### src/psx_pkg.sv
/*
 * Package for the protection supervisor with X-capacitor discharge: register
 * offsets, field positions, reset values, timing counts, fault identifiers.
 * Assumes a 250 MHz controller clock and digitised comparator inputs.
 */
// Notes on behaviour
// rising mains keeps discharge path disabled
// no rise for wait time: discharge
// rising mains again stops discharge
// supply undervoltage stops both, recharges supply
// restart once supply above start level
// latched or safe restart regulates supply
// read configuration at 12 V first
// read failure: protect, both off, mains reset
// validity checked once, read repeated
// temperature, overvoltage, timeout, overpower: configured stop
// short or fast disable: stop, log, restart
// brownout stops boost stage, resonant optional
// boost overvoltage stops boost, optional resonant
// boost on-time or overcurrent: cycle off
// coil short: both off, safe restart
// boost undervoltage stops resonant stage only
// resonant on-time: switch off, record
// capacitive guard recorded, no stop
// resonant overcurrent: early end, then stop
// drain overvoltage: stop, log, configured mode
// sticky flags cleared only by reset
// discharge timer restarts on each rise
// internal overtemp follows external selection
package psx_pkg;
    localparam int ADDR_W = 4;
    localparam int DATA_W = 16;
    localparam logic [ADDR_W-1:0] REG_CTRL = 4'h0;
    localparam logic [ADDR_W-1:0] REG_PROT = 4'h1;
    localparam logic [ADDR_W-1:0] REG_STAT = 4'h2;
    localparam logic [ADDR_W-1:0] REG_DCHW = 4'h3;
    localparam logic [ADDR_W-1:0] REG_OCPN = 4'h4;
    // control register fields
    localparam int CTL_LATCH = 0;
    localparam int CTL_BO_LLC = 1;
    localparam int CTL_OVP_LLC = 2;
    localparam int CTL_DRN_LATCH = 3;
    localparam logic [DATA_W-1:0] CTRL_RST = 16'h0000;
    // protection register bits
    localparam int F_CFG = 0;
    localparam int F_OTI = 1;
    localparam int F_OTE = 2;
    localparam int F_SCP = 3;
    localparam int F_BOVP = 4;
    localparam int F_DRN = 5;
    localparam int F_COIL = 6;
    localparam int F_SOVP = 7;
    localparam int F_LTON = 8;
    localparam int F_CMR = 9;
    localparam int F_LOCP = 10;
    localparam int F_STO = 11;
    localparam int F_OPP = 12;
    localparam int NFLAG = 13;
    // discharge wait, microseconds, and its cycle count
    localparam int CLK_MHZ = 250;
    localparam int DCH_WAIT_US = 100;
    localparam int DCH_WAIT_CYC = DCH_WAIT_US * CLK_MHZ;
    localparam logic [DATA_W-1:0] OCPN_RST = 16'h0004;
    localparam int CFG_TRIES_W = 4;
    typedef enum {ST_OFF, ST_CFG, ST_RUN, ST_SAFE, ST_LATCH, ST_CFGFAIL} psx_state_e;
    typedef struct packed {
        logic supplyUv;
        logic supplyStart;
        logic supply12v;
        logic mainsRise;
        logic brownout;
        logic brownin;
        logic boostShort;
        logic boostScpStart;
        logic boostOvp;
        logic boostBelowReg;
        logic boostUv;
        logic boostAboveStart;
        logic drainOvp;
        logic otInt;
        logic otExt;
        logic supplyOvp;
        logic startupTimeout;
        logic overpower;
        logic coilShort;
        logic pfcMaxOn;
        logic pfcOcp;
        logic llcMaxOn;
        logic llcOcp;
        logic cmrActive;
    } psx_sense_s;
endpackage

### src/psx_supervisor.sv
/*
 * Protection supervisor: decides stage enables, recovery mode, fault log,
 * configuration read and X-capacitor discharge.
 * Assumes sense comparators arrive asynchronously as levels; config memory
 * handshake is on the same clock; resetn comes from mains detection.
 */
// Decided for this implementation: the register addresses and the address-and-strobe port.
module psx_supervisor
    import psx_pkg::*;
#(
    parameter int DCH_WAIT = DCH_WAIT_CYC
) (
    // clock and reset
    input wire logic clk,
    input wire logic resetn,
    // sense pins, asynchronous
    input wire psx_sense_s senseIn,
    // config memory
    output logic cfgReadReq,
    input wire logic cfgReadDone,
    input wire logic cfgReadValid,
    // register port
    input wire logic [ADDR_W-1:0] regAddr,
    input wire logic [DATA_W-1:0] regWdata,
    input wire logic regWr,
    input wire logic regRd,
    output logic [DATA_W-1:0] regRdata,
    // stage controls
    output logic pfcEnable,
    output logic llcEnable,
    output logic pfcCycleOff,
    output logic llcCycleOff,
    output logic dischargeOn,
    output logic supplyRecharge
);
    localparam int SW = $bits(psx_sense_s);
    localparam int DW = $clog2(DCH_WAIT + 1);

    // three-stage synchroniser, change taken when stages 2 and 3 agree
    logic [SW-1:0] s1Q, s2Q, s3Q, sFiltQ;
    always_ff @(posedge clk or negedge resetn) begin
        if (!resetn) begin
            s1Q <= '0;
            s2Q <= '0;
            s3Q <= '0;
            sFiltQ <= '0;
        end else begin
            s1Q <= senseIn;
            s2Q <= s1Q;
            s3Q <= s2Q;
            sFiltQ <= (s2Q & s3Q) | (sFiltQ & (s2Q | s3Q));
        end
    end
    psx_sense_s sn;
    assign sn = psx_sense_s'(sFiltQ);

    // registers
    logic [DATA_W-1:0] ctrlQ, ocpLimitQ;
    logic [NFLAG-1:0] protQ;
    wire latchSel = ctrlQ[CTL_LATCH];
    wire boStopLlc = ctrlQ[CTL_BO_LLC];
    wire ovpStopLlc = ctrlQ[CTL_OVP_LLC];
    wire drnLatch = ctrlQ[CTL_DRN_LATCH];

    psx_state_e stQ, stD;
    logic [CFG_TRIES_W-1:0] triesQ;
    logic cfgCheckedQ;
    logic [DATA_W-1:0] ocpRunQ;
    logic [DW-1:0] dchCntQ;
    logic dchQ;
    logic scpHoldQ, boHoldQ, ovpHoldQ, uvHoldQ;

    wire running = (stQ == ST_RUN);
    wire ocpTrip = running && sn.llcOcp && (ocpRunQ + 16'h0001 >= ocpLimitQ);
    wire tempTrip = sn.otInt || sn.otExt;
    // internal overtemp shares the external selection
    wire cfgStop = running && (tempTrip || sn.supplyOvp || sn.startupTimeout
                   || sn.overpower || ocpTrip);
    wire drnStop = running && sn.drainOvp;
    wire coilStop = running && sn.coilShort;
    wire protect = (stQ == ST_SAFE) || (stQ == ST_LATCH) || (stQ == ST_CFGFAIL);

    // recovery state machine
    always_comb begin
        stD = stQ;
        case (stQ)
            ST_OFF: if (sn.supply12v && sn.supplyStart) begin
                stD = cfgCheckedQ ? ST_RUN : ST_CFG;
            end
            ST_CFG: if (cfgReadDone) begin
                if (cfgReadValid) stD = ST_RUN;
                else if (&triesQ) stD = ST_CFGFAIL;
            end
            ST_RUN: begin
                if (sn.supplyUv) stD = ST_OFF;
                else if (coilStop) stD = ST_SAFE;
                else if (drnStop) stD = drnLatch ? ST_LATCH : ST_SAFE;
                else if (cfgStop) stD = latchSel ? ST_LATCH : ST_SAFE;
            end
            ST_SAFE: if (!tempTrip && !sn.drainOvp && !sn.coilShort) stD = ST_OFF;
            ST_LATCH: stD = ST_LATCH;
            ST_CFGFAIL: stD = ST_CFGFAIL;
            default: stD = ST_OFF;
        endcase
    end

    always_ff @(posedge clk or negedge resetn) begin
        if (!resetn) begin
            stQ <= ST_OFF;
            triesQ <= '0;
            cfgCheckedQ <= 1'b0;
        end else begin
            stQ <= stD;
            if (stQ == ST_CFG && cfgReadDone && !cfgReadValid) triesQ <= triesQ + 1'b1;
            if (stQ == ST_CFG && cfgReadDone && cfgReadValid) cfgCheckedQ <= 1'b1;
        end
    end

    // held stops with their own restart levels
    always_ff @(posedge clk or negedge resetn) begin
        if (!resetn) begin
            scpHoldQ <= 1'b1;
            boHoldQ <= 1'b0;
            ovpHoldQ <= 1'b0;
            uvHoldQ <= 1'b1;
            ocpRunQ <= '0;
        end else begin
            if (sn.boostShort) scpHoldQ <= 1'b1;
            else if (sn.boostScpStart) scpHoldQ <= 1'b0;
            if (sn.brownout) boHoldQ <= 1'b1;
            else if (sn.brownin) boHoldQ <= 1'b0;
            if (sn.boostOvp) ovpHoldQ <= 1'b1;
            else if (sn.boostBelowReg) ovpHoldQ <= 1'b0;
            if (sn.boostUv) uvHoldQ <= 1'b1;
            else if (sn.boostAboveStart) uvHoldQ <= 1'b0;
            if (!running) ocpRunQ <= '0;
            else if (sn.llcOcp) ocpRunQ <= ocpRunQ + 16'h0001;
            else ocpRunQ <= '0;
        end
    end

    // sticky protection register; hardware set only
    logic [NFLAG-1:0] setV;
    always_comb begin
        setV = '0;
        setV[F_CFG] = (stQ == ST_CFG) && cfgReadDone && !cfgReadValid;
        setV[F_OTI] = running && sn.otInt;
        setV[F_OTE] = running && sn.otExt;
        setV[F_SCP] = sn.boostShort;
        setV[F_BOVP] = sn.boostOvp;
        setV[F_DRN] = drnStop;
        setV[F_COIL] = coilStop;
        setV[F_SOVP] = running && sn.supplyOvp;
        setV[F_LTON] = running && sn.llcMaxOn;
        setV[F_CMR] = running && sn.cmrActive;
        setV[F_LOCP] = ocpTrip;
        setV[F_STO] = running && sn.startupTimeout;
        setV[F_OPP] = running && sn.overpower;
    end

    always_ff @(posedge clk or negedge resetn) begin
        if (!resetn) protQ <= '0;
        else protQ <= protQ | setV;
    end

    // X-capacitor discharge
    always_ff @(posedge clk or negedge resetn) begin
        if (!resetn) begin
            dchCntQ <= '0;
            dchQ <= 1'b0;
        end else if (sn.mainsRise) begin
            dchCntQ <= '0;
            dchQ <= 1'b0;
        end else if (dchCntQ >= DW'(DCH_WAIT - 1)) begin
            dchQ <= 1'b1;
        end else begin
            dchCntQ <= dchCntQ + 1'b1;
        end
    end

    // register port
    wire wrCtrl = regWr && (regAddr == REG_CTRL);
    wire wrOcpn = regWr && (regAddr == REG_OCPN);
    logic [DATA_W-1:0] rdMux;
    always_comb begin
        case (regAddr)
            REG_CTRL: rdMux = ctrlQ;
            REG_PROT: rdMux = DATA_W'(protQ);
            REG_STAT: rdMux = {10'h000, dchQ, scpHoldQ, boHoldQ, ovpHoldQ, uvHoldQ, protect};
            REG_DCHW: rdMux = DATA_W'(dchCntQ);
            REG_OCPN: rdMux = ocpLimitQ;
            default: rdMux = 16'h0000;
        endcase
    end
    always_ff @(posedge clk or negedge resetn) begin
        if (!resetn) begin
            ctrlQ <= CTRL_RST;
            ocpLimitQ <= OCPN_RST;
            regRdata <= '0;
        end else begin
            if (wrCtrl) ctrlQ <= regWdata;
            if (wrOcpn) ocpLimitQ <= regWdata;
            regRdata <= regRd ? rdMux : 16'h0000;
        end
    end

    // outputs from flops
    always_ff @(posedge clk or negedge resetn) begin
        if (!resetn) begin
            pfcEnable <= 1'b0;
            llcEnable <= 1'b0;
            pfcCycleOff <= 1'b0;
            llcCycleOff <= 1'b0;
            dischargeOn <= 1'b0;
            supplyRecharge <= 1'b0;
            cfgReadReq <= 1'b0;
        end else begin
            pfcEnable <= (stD == ST_RUN) && !scpHoldQ && !boHoldQ && !ovpHoldQ;
            llcEnable <= (stD == ST_RUN) && !scpHoldQ && !uvHoldQ
                         && !(boHoldQ && boStopLlc) && !(ovpHoldQ && ovpStopLlc);
            pfcCycleOff <= sn.pfcMaxOn || sn.pfcOcp;
            llcCycleOff <= sn.llcMaxOn || sn.llcOcp || sn.cmrActive;
            dischargeOn <= dchQ;

            supplyRecharge <= ((stQ == ST_OFF) || protect) && !sn.supplyStart;
            cfgReadReq <= (stD == ST_CFG);
        end
    end
    // checks
    property p_dch_clear;
        @(posedge clk) disable iff (!resetn) sn.mainsRise |=> !dchQ ##1 !dischargeOn;
    endproperty
    a_dch_clear: assert property (p_dch_clear) else $error("discharge not cleared");

    property p_uv_stop;
        @(posedge clk) disable iff (!resetn) (running && sn.supplyUv) |=> !pfcEnable && !llcEnable;
    endproperty
    a_uv_stop: assert property (p_uv_stop) else $error("stages on in undervoltage");

    property p_sticky;
        @(posedge clk) disable iff (!resetn) protQ[F_SCP] |=> protQ[F_SCP];
    endproperty
    a_sticky: assert property (p_sticky) else $error("protection flag lost");

    property p_latch_hold;
        @(posedge clk) disable iff (!resetn) (stQ == ST_LATCH) |=> (stQ == ST_LATCH) && !pfcEnable;
    endproperty
    a_latch_hold: assert property (p_latch_hold) else $error("latch left");

    property p_cfgfail;
        @(posedge clk) disable iff (!resetn) (stQ == ST_CFGFAIL) |=> !pfcEnable && !llcEnable;
    endproperty
    a_cfgfail: assert property (p_cfgfail) else $error("stages on after config fail");

    property p_coil;
        @(posedge clk) disable iff (!resetn) coilStop && !sn.supplyUv |=> (stQ == ST_SAFE);
    endproperty
    a_coil: assert property (p_coil) else $error("coil short not safe restart");

    property p_uvboost;
        @(posedge clk) disable iff (!resetn) uvHoldQ |=> !llcEnable;
    endproperty
    a_uvboost: assert property (p_uvboost) else $error("resonant on under boost uv");

    property p_cycle;
        @(posedge clk) disable iff (!resetn) sn.pfcOcp |=> pfcCycleOff;
    endproperty
    a_cycle: assert property (p_cycle) else $error("boost cycle not ended");

    property p_dch_set;
        @(posedge clk) disable iff (!resetn) (!sn.mainsRise && dchCntQ >= DW'(DCH_WAIT - 1)) |=> dchQ;
    endproperty
    a_dch_set: assert property (p_dch_set) else $error("discharge not started");

    property p_dch_restart;
        @(posedge clk) disable iff (!resetn) sn.mainsRise |=> (dchCntQ == '0);
    endproperty
    a_dch_restart: assert property (p_dch_restart) else $error("wait timer not restarted");

    property p_uv_recharge;
        @(posedge clk) disable iff (!resetn) (stQ == ST_OFF) && !sn.supplyStart |=> supplyRecharge;
    endproperty
    a_uv_recharge: assert property (p_uv_recharge) else $error("supply not recharged");

    property p_prot_recharge;
        @(posedge clk) disable iff (!resetn) protect && !sn.supplyStart |=> supplyRecharge;
    endproperty
    a_prot_recharge: assert property (p_prot_recharge) else $error("supply not regulated");

    property p_run_no_recharge;
        @(posedge clk) disable iff (!resetn) running |=> !supplyRecharge;
    endproperty
    a_run_no_recharge: assert property (p_run_no_recharge) else $error("recharge while running");

    property p_uv_off;
        @(posedge clk) disable iff (!resetn) running && sn.supplyUv |=> (stQ == ST_OFF);
    endproperty
    a_uv_off: assert property (p_uv_off) else $error("undervoltage not stopped");

    property p_restart;
        @(posedge clk) disable iff (!resetn)
            (stQ == ST_OFF) && sn.supply12v && sn.supplyStart && cfgCheckedQ |=> running;
    endproperty
    a_restart: assert property (p_restart) else $error("no restart at start level");

    property p_cfg_first;
        @(posedge clk) disable iff (!resetn) (stQ == ST_OFF) && sn.supply12v && sn.supplyStart
            && !cfgCheckedQ |=> (stQ == ST_CFG) && cfgReadReq;
    endproperty
    a_cfg_first: assert property (p_cfg_first) else $error("config not read first");

    property p_cfg_quiet;
        @(posedge clk) disable iff (!resetn) (stQ == ST_CFG) |-> !pfcEnable && !llcEnable;
    endproperty
    a_cfg_quiet: assert property (p_cfg_quiet) else $error("switching during config read");

    property p_cfg_retry;
        @(posedge clk) disable iff (!resetn) (stQ == ST_CFG) && cfgReadDone && !cfgReadValid
            && !(&triesQ) |=> (stQ == ST_CFG);
    endproperty
    a_cfg_retry: assert property (p_cfg_retry) else $error("config read not repeated");

    property p_cfg_fail;
        @(posedge clk) disable iff (!resetn) (stQ == ST_CFG) && cfgReadDone && !cfgReadValid
            && (&triesQ) |=> (stQ == ST_CFGFAIL);
    endproperty
    a_cfg_fail: assert property (p_cfg_fail) else $error("config failure not taken");

    property p_cfg_flag;
        @(posedge clk) disable iff (!resetn)
            (stQ == ST_CFG) && cfgReadDone && !cfgReadValid |=> protQ[F_CFG];
    endproperty
    a_cfg_flag: assert property (p_cfg_flag) else $error("config failure not logged");

    property p_cfgfail_hold;
        @(posedge clk) disable iff (!resetn) (stQ == ST_CFGFAIL) |=> (stQ == ST_CFGFAIL);
    endproperty
    a_cfgfail_hold: assert property (p_cfgfail_hold) else $error("config failure left");

    property p_cfg_once;
        @(posedge clk) disable iff (!resetn) cfgCheckedQ |-> (stQ != ST_CFG);
    endproperty
    a_cfg_once: assert property (p_cfg_once) else $error("config read twice");

    property p_temp_stop;
        @(posedge clk) disable iff (!resetn) running && !sn.supplyUv && !sn.coilShort
            && !sn.drainOvp && tempTrip |=> protect && ((stQ == ST_LATCH) == $past(latchSel));
    endproperty
    a_temp_stop: assert property (p_temp_stop) else $error("temperature stop mode wrong");

    property p_drn_stop;
        @(posedge clk) disable iff (!resetn) running && !sn.supplyUv && !sn.coilShort
            && sn.drainOvp |=> protect && ((stQ == ST_LATCH) == $past(drnLatch));
    endproperty
    a_drn_stop: assert property (p_drn_stop) else $error("drain stop mode wrong");

    property p_scp_off;
        @(posedge clk) disable iff (!resetn) scpHoldQ |=> !pfcEnable && !llcEnable;
    endproperty
    a_scp_off: assert property (p_scp_off) else $error("stages on during short");

    property p_bo_pfc;
        @(posedge clk) disable iff (!resetn) boHoldQ |=> !pfcEnable;
    endproperty
    a_bo_pfc: assert property (p_bo_pfc) else $error("boost on in brownout");

    property p_ovp_release;
        @(posedge clk) disable iff (!resetn)
            ovpHoldQ && !sn.boostOvp && sn.boostBelowReg |=> !ovpHoldQ;
    endproperty
    a_ovp_release: assert property (p_ovp_release) else $error("boost overvoltage stuck");

    property p_llc_maxon;
        @(posedge clk) disable iff (!resetn) running && sn.llcMaxOn |=> protQ[F_LTON] && llcCycleOff;
    endproperty
    a_llc_maxon: assert property (p_llc_maxon) else $error("resonant on-time not handled");

    property p_ocp_trip;
        @(posedge clk) disable iff (!resetn) ocpTrip && !sn.supplyUv && !coilStop && !drnStop
            |=> protect && protQ[F_LOCP];
    endproperty
    a_ocp_trip: assert property (p_ocp_trip) else $error("resonant overcurrent not stopped");

    property p_llc_cycle;
        @(posedge clk) disable iff (!resetn) sn.llcOcp |=> llcCycleOff;
    endproperty
    a_llc_cycle: assert property (p_llc_cycle) else $error("resonant cycle not ended");

    property p_coil_flag;
        @(posedge clk) disable iff (!resetn) coilStop |=> protQ[F_COIL];
    endproperty
    a_coil_flag: assert property (p_coil_flag) else $error("coil short not logged");

    property p_sticky_all;
        @(posedge clk) disable iff (!resetn) (protQ != '0) |=> ((protQ & $past(protQ)) == $past(protQ));
    endproperty
    a_sticky_all: assert property (p_sticky_all) else $error("protection flags lost");
endmodule
### config.mk
export PLATFORM = sky130hd
export DESIGN_NAME = psx_supervisor
export DESIGN_NICKNAME = d
export VERILOG_FILES = /design/src/psx_pkg.sv /design/src/psx_supervisor.sv
export SDC_FILE = /design/constraint.sdc
export NUM_CORES = 1
export LEC_CHECK = 0
export BUFFER_PORTS_ARGS = -buffer_cell sky130_fd_sc_hd__buf_2
export CAP_MARGIN = 15
export CORE_UTILIZATION = 35
export CTS_CLUSTER_DIAMETER = 50
export CTS_CLUSTER_SIZE = 30
export DETAILED_ROUTE_END_ITERATION = 7
export SLEW_MARGIN = 10
export SYNTH_ARGS = -nofsm -noshare
export SYNTH_HDL_FRONTEND = slang
export SYNTH_SLANG_ARGS = --single-unit
### constraint.sdc
create_clock -name clk -period 5 [get_ports clk]
set_input_delay 0.5 -clock clk [delete_from_list [all_inputs] [get_ports clk]]
set_output_delay 0.5 -clock clk [all_outputs]
set_load 0.005 [all_outputs]
==> results of run 1 <==
-- cell families after synthesis --
kind of cell    share of synthesized area
compound gates                     0.0812
xor+xnor                           0.0217
fa+ha+maj                          0.0538
buf+inv                            0.0178
flops                               0.668
mux                                0.0531
other cells                      0.000422
simple gates                        0.104
-- area by class of cell --
class	instances	share of cell area
sequential	237	0.548
multi-input combinational	397	0.268
clock buffer	29	0.0670
timing repair buffer	80	0.0398
tap	324	0.0374
clock inverter	25	0.0297
inverter	28	0.00971
antenna	1	0.000231
-- sequential cells by signal (all words and copies together), names as in the netlist, 4 cells and up --
| name | cells |
|---|---|
| s1Q | 24 |
| triesQ | 4 |
| sFiltQ | 24 |
| ocpRunQ | 16 |
| protQ | 13 |
| ctrlQ | 16 |
| regRdata | 16 |
| ocpLimitQ | 16 |
| s2Q | 24 |
| stQ | 32 |
| s3Q | 24 |
| dchCntQ | 15 |
-- worst register-to-register path: stages (launching register included) --
cell and delay (ps):
dfrtp_1 460, ha_1 280, nand2_1 100, or2_2 340
nor2_1 140, xnor2_1 90, ha_1 300, nand4_1 120
or3_1 430, a2111oi_2 360, o311ai_0 210, a211oi_2 400
o2111a_1 250
-- worst max path at each step --
stage               cells past startpoint        from         end  slack [ps]
finish                                 12  ocpRunQ[0]  cfgReadReq        1460
global route                           12  ocpRunQ[0]  cfgReadReq        1270
CTS                                    12  ocpRunQ[0]  cfgReadReq        1480
detailed placement                     12  ocpRunQ[0]  cfgReadReq        1510
global placement                       12  ocpRunQ[0]  cfgReadReq        1580
floorplan                              12  ocpRunQ[0]  cfgReadReq        1890
-- cells in the mapped netlist (6+ instances only) --
master | number | area share
clkbuf_1 | 14 | 0.0059
dfrtp_1 | 234 | 0.66
inv_1 | 28 | 0.012
and2_1 | 11 | 0.0077
mux2_2 | 41 | 0.052
nor3_1 | 9 | 0.0051
o21ai_0 | 6 | 0.0034
nand3_1 | 9 | 0.0051
xor2_1 | 10 | 0.0099
nand2_1 | 32 | 0.014
a22oi_1 | 7 | 0.0059
nor4_1 | 10 | 0.0070
ha_1 | 19 | 0.027
nor2b_1 | 8 | 0.0056
xnor2_1 | 12 | 0.012
a21oi_1 | 27 | 0.015
nand4_1 | 12 | 0.0085
a21o_1 | 15 | 0.013
a222oi_1 | 15 | 0.017
maj3_1 | 24 | 0.027
nor2_1 | 32 | 0.014
-- power by group --
part	internal (mW)	switching (mW)	total (mW)	leakage, nW
registers	2.05	0.0988	2.15	2.93
clock network	1.16	0.984	2.14	0.499
logic	0.121	0.133	0.254	1.59
total	3.33	1.22	4.55	5.02
-- metal layers --
metal  vias to the layer above  global-route usage  share of wire
met3                        30              0.0313          0.052
li1                       2545                   -              -
met1                      2602               0.199           0.46
met2                       122               0.217           0.46
met5                         -                   0        0.00074
met4                         2              0.0515          0.027
==> qor.csv, run 1 <==
stage,metric,value,unit
yosys,synth_edf_count,0,
route,via_count,5301,
finish,final_common_cell,dfrtp_1,
global_routing,grt_pass1_vias,5302,
sta,fin_crit_sh,0.709,
worst_setup_path,cp_cell_sequence,"ha_1, nand2_1, or2_2, nor2_1, xnor2_1, ha_1, nand4_1, or3_1, a2111oi_2, o311ai_0, a211oi_2, o2111a_1",
power,p_leak,5.02,nW
yosys,syn-cell-area,8880,um^2
global_routing,grt_remaining_overflow,0,
yosys,ys_ff_latch,237,
sta,max_slew_margin,0.378,
worst_setup_path,path_delay_family,compound AO/OA/AOI/OAI gates,
job,cap_violations,0,
worst_hold_path,hp-class,primary input to asynchronous set/reset pin,
sta,finalSetupTns,0,ps
sta,tightest_slew,927,ps
cts,cts_setup_buffers,0,
global_routing,antenna_found_initial,2,
worst_setup_path,cp_slowest_cell,dfrtp_1,
cts,numCtsBuffers,29,
sta,fin_crit,3540,ps
worst_setup_path,cp_data_required_time,5470,ps
power,finalPower,4.55,mW
finish,utilization,0.440,
sta,skew,17.5,ps
yosys,syn_area_per_cell,13.7,um^2
cts,cts_tree,yes,
worst_setup_path,reg2reg_depth,12,
route,drt_wl_total,17.7,mm
route,first_pass_iters,5,
floorplan,initial_core_util,0.361,
placed_design,placed_area,9780,um^2
sta,fmax,0.282,GHz
cts,cts_buffer_depth,3,
worst_setup_path,worstPathArrival,4020,ps
cts,clkTransAtPathRegs,70,ps
yosys,netlist_instances,648,
sta,setup_viol,0,
floorplan,die_area,26000,um^2
global_routing,grt_pass1_wl,29.0,mm
placed_design,io_buffers,72,
sta,hold_viol,0,
worst_setup_path,cpPeakStageDelay,460,ps
cts,root_buffer,clkbuf_16,
run_status,run_status,completed,
cts,clock_latency,550,ps
floorplan,rows,57,
sta,fin_hold_ws,1.88,ps
route,drc,0,
worst_setup_path,crit_path_end_kind,flop,
route,ant_nets,0,
worst_setup_path,r2r-start,ocpRunQ[0],
global_routing,track_usage,0.142,
worst_setup_path,path_class,flop to flop,
sta,final_max_slew_viol_count,0,
cts,hold_buffers,0,
global_routing,grt_max_degree,122,
finish,multi_input_area,2900,um^2
yosys,ys_seq_area_frac,0.668,
route,wl_per_cell,15.8,um
finish,stdcell_count,1121,
finish,final_cell_area,10800,um^2
route,vias_per_cell,4.73,
finish,syn2layout_area_growth,21.9,%
worst_setup_path,crit_top_cell,ha_1,
worst_setup_path,path_buf_inv,0,
floorplan,core_area,24600,um^2
finish,layout_common_cells,"dfrtp_1 (234), buf_2 (71), mux2_2 (41)",
placed_design,globalplace.congestion,0.785,
worst_setup_path,reg2reg_slack,1460,ps
sta,rsz0062_at_grt,false,
yosys,yosysUniqueCellTypes,59,
power,peakVddDrop,216,uV
yosys,yosysWarningCount,0,
finish,post_route_cells_drive_above_1_share,0.251,
power,p_per_area,420,nW/um^2
worst_setup_path,r2r-end,cfgReadReq,
route,drtIter0Drc,314,
floorplan,io_pins,73,
placed_design,dp_slack,1510,ps
sta,worst_slack,1460,ps
worst_setup_path,crit_path_start_kind,flop,
placed_design,dp_cells,1066,
finish,nets,842,
finish,seq_area,5930,um^2
cts,h-tree-depth,1,
floorplan,die_h,161,um
worst_setup_path,crit_fanout,7,
finish,fillers,2280,
placed_design,dp_hpwl,12.3,mm
yosys,ys.flop_type,dfrtp_1,
cts,cts_resized,0,
yosys,async_flop_share,1.00,
floorplan,chipWidth,161,um
cts,clock_sinks,237,
Note: power is estimated with default switching activity, not from simulation.
==> inputs of run 2 (changes only) <==
- clock period: 5 -> 2.9 ns (I/O delays scaled with it)
==> run 2 against run 1 <==
Compared with the run above:
- the run now ends with negative setup slack left
- non-clock buffer count increased by 55
- die area unchanged
- critical path depth increased by 1
- sequential cell count unchanged
- worst hold slack improved by 9.9 ps
- worst setup slack got worse by 1700 ps
- clock skew decreased by 7.7 ps
- final cell count increased by 4.9%
- via count increased by 3.3%
- critical endpoint unchanged
- core utilization increased by 2.3 points
- highest routed layer is now met4
==> qor.csv, run 2 (same netlist as run 1, synthesis figures left out) <==
stage,metric,value,unit
floorplan,io_pins,73,
power,clock_power_share,0.463,
worst_hold_path,hp-class,primary input to flop,
finish,layout_common_cells,"dfrtp_1 (234), buf_2 (71), mux2_2 (41)",
route,wl_per_cell,15.6,um
power,p_per_area,690,nW/um^2
global_routing,track_usage,0.147,
finish,post_route_cells_drive_above_1_share,0.281,
sta,fmax,0.315,GHz
finish,final_cell_area,11400,um^2
sta,fin_crit_sh,1.10,
sta,fin_crit,3180,ps
route,drc,0,
sta,setup_viol,6,
cts,cts_buffer_depth,3,
finish,fillers,2209,
cts,cts_tree,yes,
route,drtIter0Drc,315,
job,cap_violations,0,
cts,clock_sinks,237,
cts,root_buffer,clkbuf_16,
power,internal_power,5.85,mW
worst_setup_path,cpPeakStageDelay,390,ps
global_routing,grt_max_degree,76,
sta,worst_slack,-278,ps
finish,largest-register,stQ,
finish,largest_reg_flops,32,
worst_setup_path,worstPathArrival,3600,ps
power,peakVddDrop,449,uV
finish,syn2layout_area_growth,28.2,%
global_routing,antenna_found_initial,2,
worst_setup_path,crit_fanout,4,
sta,fin_hold_ws,11.8,ps
cts,h-tree-depth,1,
global_routing,grt_pass1_wl,30.1,mm
sta,hold_viol,0,
finish,multi_input_area,3000,um^2
finish,utilization,0.463,
route,drt_wl_total,18.3,mm
placed_design,placed_area,9980,um^2
sta,finalSetupTns,-1110,ps
power,p_leak,5.29,nW
finish,seq_area,5930,um^2
finish,final_common_cell,dfrtp_1,
sta,tightest_slew,843,ps
power,p_switching,2.00,mW
floorplan,core_area,24600,um^2
worst_setup_path,cp_cell_sequence,"and4_4, nand2_2, or2_4, nor2_4, xnor2_2, ha_1, nand4_1, or3_4, a2111oi_4, buf_4, o311ai_4, a211o_1, o2111a_1",
sta,rsz0062_at_grt,true,
global_routing,grt_pass1_vias,5664,
cts,numCtsBuffers,29,
cts,clock_latency,540,ps
power,comb_power_share,0.065,
worst_setup_path,crit_path_start_kind,flop,
worst_setup_path,crit_path_end_kind,flop,
route,first_pass_iters,5,
floorplan,die_area,26000,um^2
sta,max_slew_margin,0.436,
floorplan,die_h,161,um
power,finalPower,7.86,mW
sta,skew,9.79,ps
cts,clkTransAtPathRegs,60,ps
worst_setup_path,path_class,flop to flop,
worst_setup_path,cp_slowest_cell,or3_4,
sta,final_max_slew_viol_count,0,
power,sequentialPowerShare,0.472,
run_status,run_status,finished with violations,
worst_setup_path,cp_data_required_time,3320,ps
global_routing,grt_remaining_overflow,0,
floorplan,initial_core_util,0.361,
floorplan,rows,57,
route,ant_nets,0,
power,p_sw_frac,0.255,
run_status,violations,negative setup slack,
finish,nets,897,
route,via_count,5478,
placed_design,globalplace.congestion,0.799,
route,vias_per_cell,4.66,
placed_design,io_buffers,72,
placed_design,dp_hpwl,12.8,mm
floorplan,chipWidth,161,um
[run 2: cell types whose count changed in the layout (fill, tap and decap cells not counted), sizes merged]
cell,previous run,this run
clkinv,13,4
bufinv,0,1
clkbuf,29,30
inv,38,44
buf,80,107
diode,1,2
dlygate4sd3,0,28
[run 2: power groups by stage]
stage	sequential [mW]	clock (mW)	combinational, mW
3_5_place_dp	3.77	0	0.481
3_3_place_gp	3.76	0	0.471
4_1_cts	3.71	3.75	0.517
5_1_grt	3.74	3.90	0.577
6_report	3.71	3.64	0.511
2_1_floorplan	3.70	0	0.280
[run 2: what timing repair did]
action                                  4_1_cts  5_1_grt
pin swaps                                     8        4
hold buffers                                 28        0
endpoints found under the setup margin        6        7
gates resized for setup                       7        5
setup buffers                                 5        2
endpoints found under the hold margin       100        0
[run 2: area by class of cell]
class	count	area share
multi-input combinational	397	0.264
tap	324	0.0356
timing repair buffer	135	0.0824
clock inverter	23	0.0225
sequential	237	0.521
clock buffer	30	0.0649
inverter	28	0.00923
antenna	2	0.000440
[run 2: worst paths after layout]
path,to,start,slack (ps),cells past startpoint
worst max-delay path,cfgReadReq,ocpRunQ[5],-280,13
worst min-delay path,ocpLimitQ[15],regWdata[15],10,2
worst max register to register,cfgReadReq,ocpRunQ[5],-280,13
worst min register to register,s2Q[13],s1Q[13],350,0
max in group asynchronous,ocpRunQ[14],resetn,1770,3
min in group asynchronous,s1Q[4],resetn,310,2
[run 2: worst max-delay path, delay by kind of cell, from the launching register on]
kind | cells | cell delay, ps
flip-flops | 1 | 340
XOR/XNOR | 1 | 80
adder cells (fa/ha/maj) | 1 | 290
AO/OA/AOI/OAI | 4 | 880
AND/OR/NAND/NOR | 6 | 1290
buffers and inverters | 1 | 190
[run 2: layer usage]
metal	global-route usage	vias up	routed length, um
li1	-	2644	-
met1	0.204	2688	8430
met2	0.236	108	8700
met3	0.0249	38	746
met4	0.0467	0	452
met5	0	-	0
[run 2: metrics by stage]
stage / instances / worst slack (ps)
after detailed placement: 1086 / -269
after global placement: 1086 / -213
final: 1176 / -278
after floorplan: 676 / 8.22
after global routing: 1176 / -398
after CTS: 1172 / -199
